===== src/alarm_pkg.sv =====
/*
  Package for the alarm status aggregator: register offsets, flag positions,
  reset values and the register access struct.
  Assumes a register port that presents one decoded access per cycle.
*/
package alarm_pkg;

  // ----------------------------------------
  // Register map
  // ----------------------------------------
  localparam logic [11:0] ALARM_SUMMARY_ADDR = 12'h2C0;
  localparam logic [11:0] ALARM_FLAGS_ADDR = 12'h2C1;
  localparam logic [11:0] ALARM_MASKS_ADDR = 12'h2C2;

  // ----------------------------------------
  // Field positions and reset values
  // ----------------------------------------
  localparam int NUM_ALARMS = 5;
  localparam int SUMMARY_BIT = 0;
  localparam int PLL_UNLOCK_BIT = 4;
  localparam int LINK_DOWN_BIT = 3;
  localparam int CLOCK_REALIGN_BIT = 2;
  localparam int OSC_PHASE_BIT = 1;
  localparam int DIVIDER_MISMATCH_BIT = 0;
  localparam logic [4:0] FLAGS_RESET = 5'h1F;
  localparam logic [4:0] MASKS_RESET = 5'h1F;

  // ----------------------------------------
  // Register access carrier
  // ----------------------------------------
  typedef struct packed {
    logic wr;
    logic rd;
    logic [11:0] addr;
    logic [7:0] wdata;
  } reg_req_t;

  // Raw alarm conditions from the rest of the device
  typedef struct packed {
    logic pll_locked;
    logic link_enable;
    logic data_transmission_state;
    logic sysref_realign;
    logic osc_sync;
    logic phase_acc_mismatch;
    logic divider_mismatch;
  } alarm_cond_t;

endpackage : alarm_pkg


===== src/alarm_regfile.sv =====
/*
  Register store for the alarm flags and masks.
  Assumes conditions are synchronous to clk_in and already decoded to flag bits.
*/
`timescale 1ns/100ps
module alarm_regfile #(
  parameter int WIDTH = alarm_pkg::NUM_ALARMS
) (
  input wire logic clk_in,
  input wire logic rst_in,
  input wire logic [WIDTH-1:0] set_in,
  input wire logic flags_wr_in,
  input wire logic masks_wr_in,
  input wire logic [WIDTH-1:0] wdata_in,
  output logic [WIDTH-1:0] flags_out,
  output logic [WIDTH-1:0] masks_out
);

  logic [WIDTH-1:0] flags_r, flags_nxt;
  logic [WIDTH-1:0] masks_r, masks_nxt;

  // ----------------------------------------
  // Next state
  // ----------------------------------------
  always_comb begin
    flags_nxt = flags_r;
    masks_nxt = masks_r;
    if (flags_wr_in) begin
      flags_nxt = flags_r & ~wdata_in;
    end
    flags_nxt = flags_nxt | set_in;
    if (masks_wr_in) begin
      masks_nxt = wdata_in;
    end
  end

  always_ff @(posedge clk_in) begin
    if (rst_in) begin
      flags_r <= alarm_pkg::FLAGS_RESET;
      masks_r <= alarm_pkg::MASKS_RESET;
    end else begin
      flags_r <= flags_nxt;
      masks_r <= masks_nxt;
    end
  end

  assign flags_out = flags_r;
  assign masks_out = masks_r;
endmodule : alarm_regfile


===== src/alarm_status_aggregator.sv =====
/*
  Alarm aggregation: five sticky alarm flags, mask bits, summary bit and
  optional routing of the summary onto the calibration status pin.
  Assumes the serial register port is decoded upstream into reg_req_t,
  one access per cycle, all inputs synchronous to clk_in.
*/
`timescale 1ns/100ps
module alarm_status_aggregator (
  input wire logic clk_in,
  input wire logic rst_in,
  input wire alarm_pkg::reg_req_t req_in,
  input wire alarm_pkg::alarm_cond_t cond_in,
  input wire logic status_sel_alarm_in,
  input wire logic calibration_status_in,
  output logic [7:0] rdata_out,
  output logic rvalid_out,
  output logic calibration_status_pin_out
);

  localparam int N = alarm_pkg::NUM_ALARMS;

  logic [N-1:0] set_vec;
  logic [N-1:0] flags;
  logic [N-1:0] masks;
  logic summary;
  logic flags_wr;
  logic masks_wr;
  logic [7:0] rdata_r, rdata_nxt;
  logic rvalid_r, rvalid_nxt;
  logic pin_r, pin_nxt;

  function automatic logic hit(input logic [11:0] a, input logic [11:0] b);
    hit = (a == b);
  endfunction : hit

  // ----------------------------------------
  // Alarm conditions
  // ----------------------------------------
  always_comb begin
    set_vec = '0;
    set_vec[alarm_pkg::PLL_UNLOCK_BIT] = ~cond_in.pll_locked;
    set_vec[alarm_pkg::LINK_DOWN_BIT] = cond_in.link_enable & ~cond_in.data_transmission_state;
    set_vec[alarm_pkg::CLOCK_REALIGN_BIT] = cond_in.sysref_realign;
    set_vec[alarm_pkg::OSC_PHASE_BIT] = ~cond_in.link_enable | cond_in.osc_sync
                                        | cond_in.phase_acc_mismatch;
    set_vec[alarm_pkg::DIVIDER_MISMATCH_BIT] = cond_in.divider_mismatch;
  end

  // ----------------------------------------
  // Register write decode
  // ----------------------------------------
  assign flags_wr = req_in.wr && hit(req_in.addr, alarm_pkg::ALARM_FLAGS_ADDR);
  assign masks_wr = req_in.wr && hit(req_in.addr, alarm_pkg::ALARM_MASKS_ADDR);

  alarm_regfile #(.WIDTH(N)) u_regs (
    .clk_in(clk_in),
    .rst_in(rst_in),
    .set_in(set_vec),
    .flags_wr_in(flags_wr),
    .masks_wr_in(masks_wr),
    .wdata_in(req_in.wdata[N-1:0]),
    .flags_out(flags),
    .masks_out(masks)
  );

  assign summary = |(flags & ~masks);

  // ----------------------------------------
  // Read data and status pin
  // ----------------------------------------
  always_comb begin
    rdata_nxt = rdata_r;
    rvalid_nxt = req_in.rd;
    if (req_in.rd) begin
      rdata_nxt = 8'h00;
      if (hit(req_in.addr, alarm_pkg::ALARM_SUMMARY_ADDR)) begin
        rdata_nxt[alarm_pkg::SUMMARY_BIT] = summary;
      end else if (hit(req_in.addr, alarm_pkg::ALARM_FLAGS_ADDR)) begin
        rdata_nxt = {3'h0, flags};
      end else if (hit(req_in.addr, alarm_pkg::ALARM_MASKS_ADDR)) begin
        rdata_nxt = {3'h0, masks};
      end
    end
    pin_nxt = status_sel_alarm_in ? summary : calibration_status_in;
  end

  always_ff @(posedge clk_in) begin
    if (rst_in) begin
      rdata_r <= 8'h00;
      rvalid_r <= 1'b0;
      pin_r <= 1'b0;
    end else begin
      rdata_r <= rdata_nxt;
      rvalid_r <= rvalid_nxt;
      pin_r <= pin_nxt;
    end
  end

  assign rdata_out = rdata_r;
  assign rvalid_out = rvalid_r;
  assign calibration_status_pin_out = pin_r;
endmodule : alarm_status_aggregator


===== config.mk =====
export PLATFORM = sky130hd
export DESIGN_NAME = alarm_status_aggregator
export DESIGN_NICKNAME = d
export VERILOG_FILES = /design/src/alarm_pkg.sv /design/src/alarm_regfile.sv /design/src/alarm_status_aggregator.sv
export SDC_FILE = /design/constraint.sdc
export NUM_CORES = 1
export LEC_CHECK = 0
export ABC_AREA = 0
export BUFFER_PORTS_ARGS = -buffer_cell sky130_fd_sc_hd__buf_2
export CORE_MARGIN = 5
export CORE_UTILIZATION = 45
export CTS_BUF_LIST = sky130_fd_sc_hd__clkbuf_8
export DETAILED_ROUTE_END_ITERATION = 16
export GPL_TIMING_DRIVEN = 0
export PLACE_DENSITY = 0.79
export SLEW_MARGIN = 20
export SYNTH_ARGS = -nofsm -noshare
export SYNTH_HDL_FRONTEND = slang
export SYNTH_HIERARCHICAL = 1
export SYNTH_SLANG_ARGS = --single-unit

===== constraint.sdc =====
create_clock -name clk_in -period 4.1 [get_ports clk_in]
set_clock_uncertainty 0.05 [all_clocks]
set_input_delay 0.205 -clock clk_in [delete_from_list [all_inputs] [get_ports clk_in]]
set_output_delay 0.205 -clock clk_in [all_outputs]
set_load 0.005 [all_outputs]

==> results.md <==
* Num CTS Buffers at 3
* Netlist cell types at 25
* CTS sink count at 17
* Placeable Area at around 0.0017 mm²
* Yosys warnings at 6
* Maximum number of pins on one net before global-route repair at 11
* H-Tree Depth at 1
* Clk Tree Root Cell: clkbuf_8
* Fin crit share at 0.401
* VDD IR max at between 0.0003 and 0.0004 V
* Sequential Area at 340 µm²
* Status: finished clean
* Post-CTS setup repair buffer count at 0
* Highest net fanout along the worst path at 5
* Worst hold path type: primary input to register
* Final Slew Violations at 0
* Number of global-route vias before repair at around 660
* Layout cell share with drive strength beyond 1 at 0.386
* Starting DRC count in detailed routing at 3
* #FFs+latches synth at 17
* Slew Limit Headroom at 0.563
* Row count at 15
* Die Wd at around 52 µm
* Clk slew on worst S/H paths at roughly 0.060 ns
* CP Capture Type: register
* Register area share after synthesis at 0.426
* Leak at around 0.52 nW
* Setup violators final at 0
* GP Congestion at about 0.74
* Tmin final at 1.65 ns
* Avg Cell Area, Syn at between 9 and 10 µm²
* Power Density at between 200 and 300 mW/mm²
* Mapped cell area at ~800 µm²
* Ant diodes at 0
* Tightest Pin Transition at 0.650 ns
* CTS tree: built
* Initial core utilization at 0.467
* All-layer global routing usage at 0.134
* WL per Instance at 11.3 µm
* Post-cts sizing count at 0
* Maximum capacitance violations at 0
* CP max-delay cell: nor3_1
* Skew-Pair Late Insertion Delay at 0.24 ns
* Number of fill cells at 160
* Post-layout nets at between 150 and 200
* Pre-antenna DRT Iters at 3
* Drt drc at 0
* Vias per inst at 4.80
* Placed insts at 148
* Die Height at roughly 52 µm
* WP data required at 4.18 ns
* Setup TNS at 0 ns
* Fin. Hold Viols at 0
* Die area at 0.00272 mm²
* First-pass GRT wire length at about 2700 µm
* CTS Buffer Depth at 2
* Power Total at 0.317 mW
* Util after Layout at 0.622
* Gate Count Post-Synth at 85
* Critical path type: primary input to register
* Remaining antenna violation count at 0
* Initial antenna violation count at 0
* GRT overflow at 0
* Fmax at just over 600 MHz
* CP max stage delay at around 0.53 ns
* Post-CTS Hold Fix Bufs at 0
* IO Count at between 40 and 50
* Port bufs at 36
* Post-DP HPWL at roughly 1400 µm
* Syn-to-layout area delta at 33.1%
* Total wire length at 1710 µm
* RSZ-0062 raised after global routing: no
* Crit path DAT at ~1.7 ns
* Area taken by multi-input logic gates at ~400 µm²
* Via Count at between 700 and 800
* Final cell count without fillers at ~150
* Critical path launch point type: primary input
* CP Cell Sequence: buf_2, nor4b_4, nand4_1, nor3_1, nand2_1, a211o_1
## worst max-delay path, delay by kind of cell
family / cells / cell delay (ns)
simple gates: 4 / 1.10
compound gates: 1 / 0.31
buf+inv: 1 / 0.11
## logic make-up (layout without fill, tap and decap cells)
logic type,Yosys count,count (layout),share of synthesized area
AOI/OAI and AO/OA,25,25,0.259
and+or+nand+nor,31,31,0.234
DFF,17,17,0.426
buffers and inverters,11,51,0.0768
other,1,3,0.00470
## power breakdown
part / switching, mW / internal (mW) / total [mW]
sequential: 0.000176 / 0.166 / 0.166
combinational: 0.0158 / 0.0187 / 0.0345
clock: 0.0493 / 0.0662 / 0.116
total: 0.0653 / 0.251 / 0.317
## layout make-up
type                            instances  area share
Buffer                                  5      0.0365
Clock buffer                            3      0.0389
Clock inverter                          1     0.00353
Inverter                                6      0.0212
Multi-Input combinational cell         59       0.380
Sequential cell                        17       0.320
Tap cell                               25      0.0294
Timing Repair Buffer                   36       0.170
## flip-flops by register name, summed over array words and instances, names as in the netlist
register,cells
calibration_status_pin_out,1
rdata_out,5
rvalid_out,1
u_regs/flags_out,5
u_regs/masks_out,5
## placed cells by master, fill, tap and decap left out, types with 2 or more instances in the layout
master / count
dfxtp_1: 17
inv_1: 6
a21oi_1: 2
nor3_1: 2
clkbuf_8: 3
nor2_1: 6
buf_4: 3
nor2b_1: 9
a211o_1: 10
a22o_1: 8
nand2_1: 8
conb_1: 3
buf_2: 37
## layer usage
metal	vias to the layer above	wire (µm)	global-route usage
met5	-	0	0
met4	0	0	0.0131
met3	0	165	0.0630
met2	22	868	0.243
met1	326	680	0.145
li1	382	-	-
## cell usage after synthesis, drive strengths merged
library cell  number  area (µm²)
dfxtp             17         340
a211o             10        87.6
nor2b              9        56.3
a22o               8        70.1
nand2              8        30.0
nor2               7        28.8
inv                6        22.5
buf                5        38.8
a21oi              3        18.8
nand4              2        18.8
nor3               2        10.0
a211oi             1        7.51
and4bb             1        12.5
conb               1        3.75
nand2b             1        6.26
nor4b              1        23.8
o221ai             1        8.76
o22ai              1        6.26
o31ai              1        7.51
## metrics by stage
stage | setup slack, ns | hold slack, ns | area, µm²
2_1_floorplan | 2.61 | 0.228 | 806
3_3_place_gp | 2.19 | 0.334 | 1020
3_5_place_dp | 2.12 | 0.347 | 1020
4_1_cts | 2.41 | 0.0916 | 1060
5_1_grt | 2.32 | 0.0865 | 1060
6_report | 2.45 | 0.0905 | 1060
## worst paths after layout
path	start	end	slack [ns]	depth (start not counted)
worst max-delay path	req_in[16]	u_regs/flags_out[3]	2.45	6
worst min-delay path	cond_in[0]	u_regs/flags_out[0]	0.09	2
worst max register to register	u_regs/flags_out[0]	rdata_out[0]	3.04	4
worst min register to register	rdata_out[0]	rdata_out[0]	0.41	2
Power figures use the tool's default switching activity.
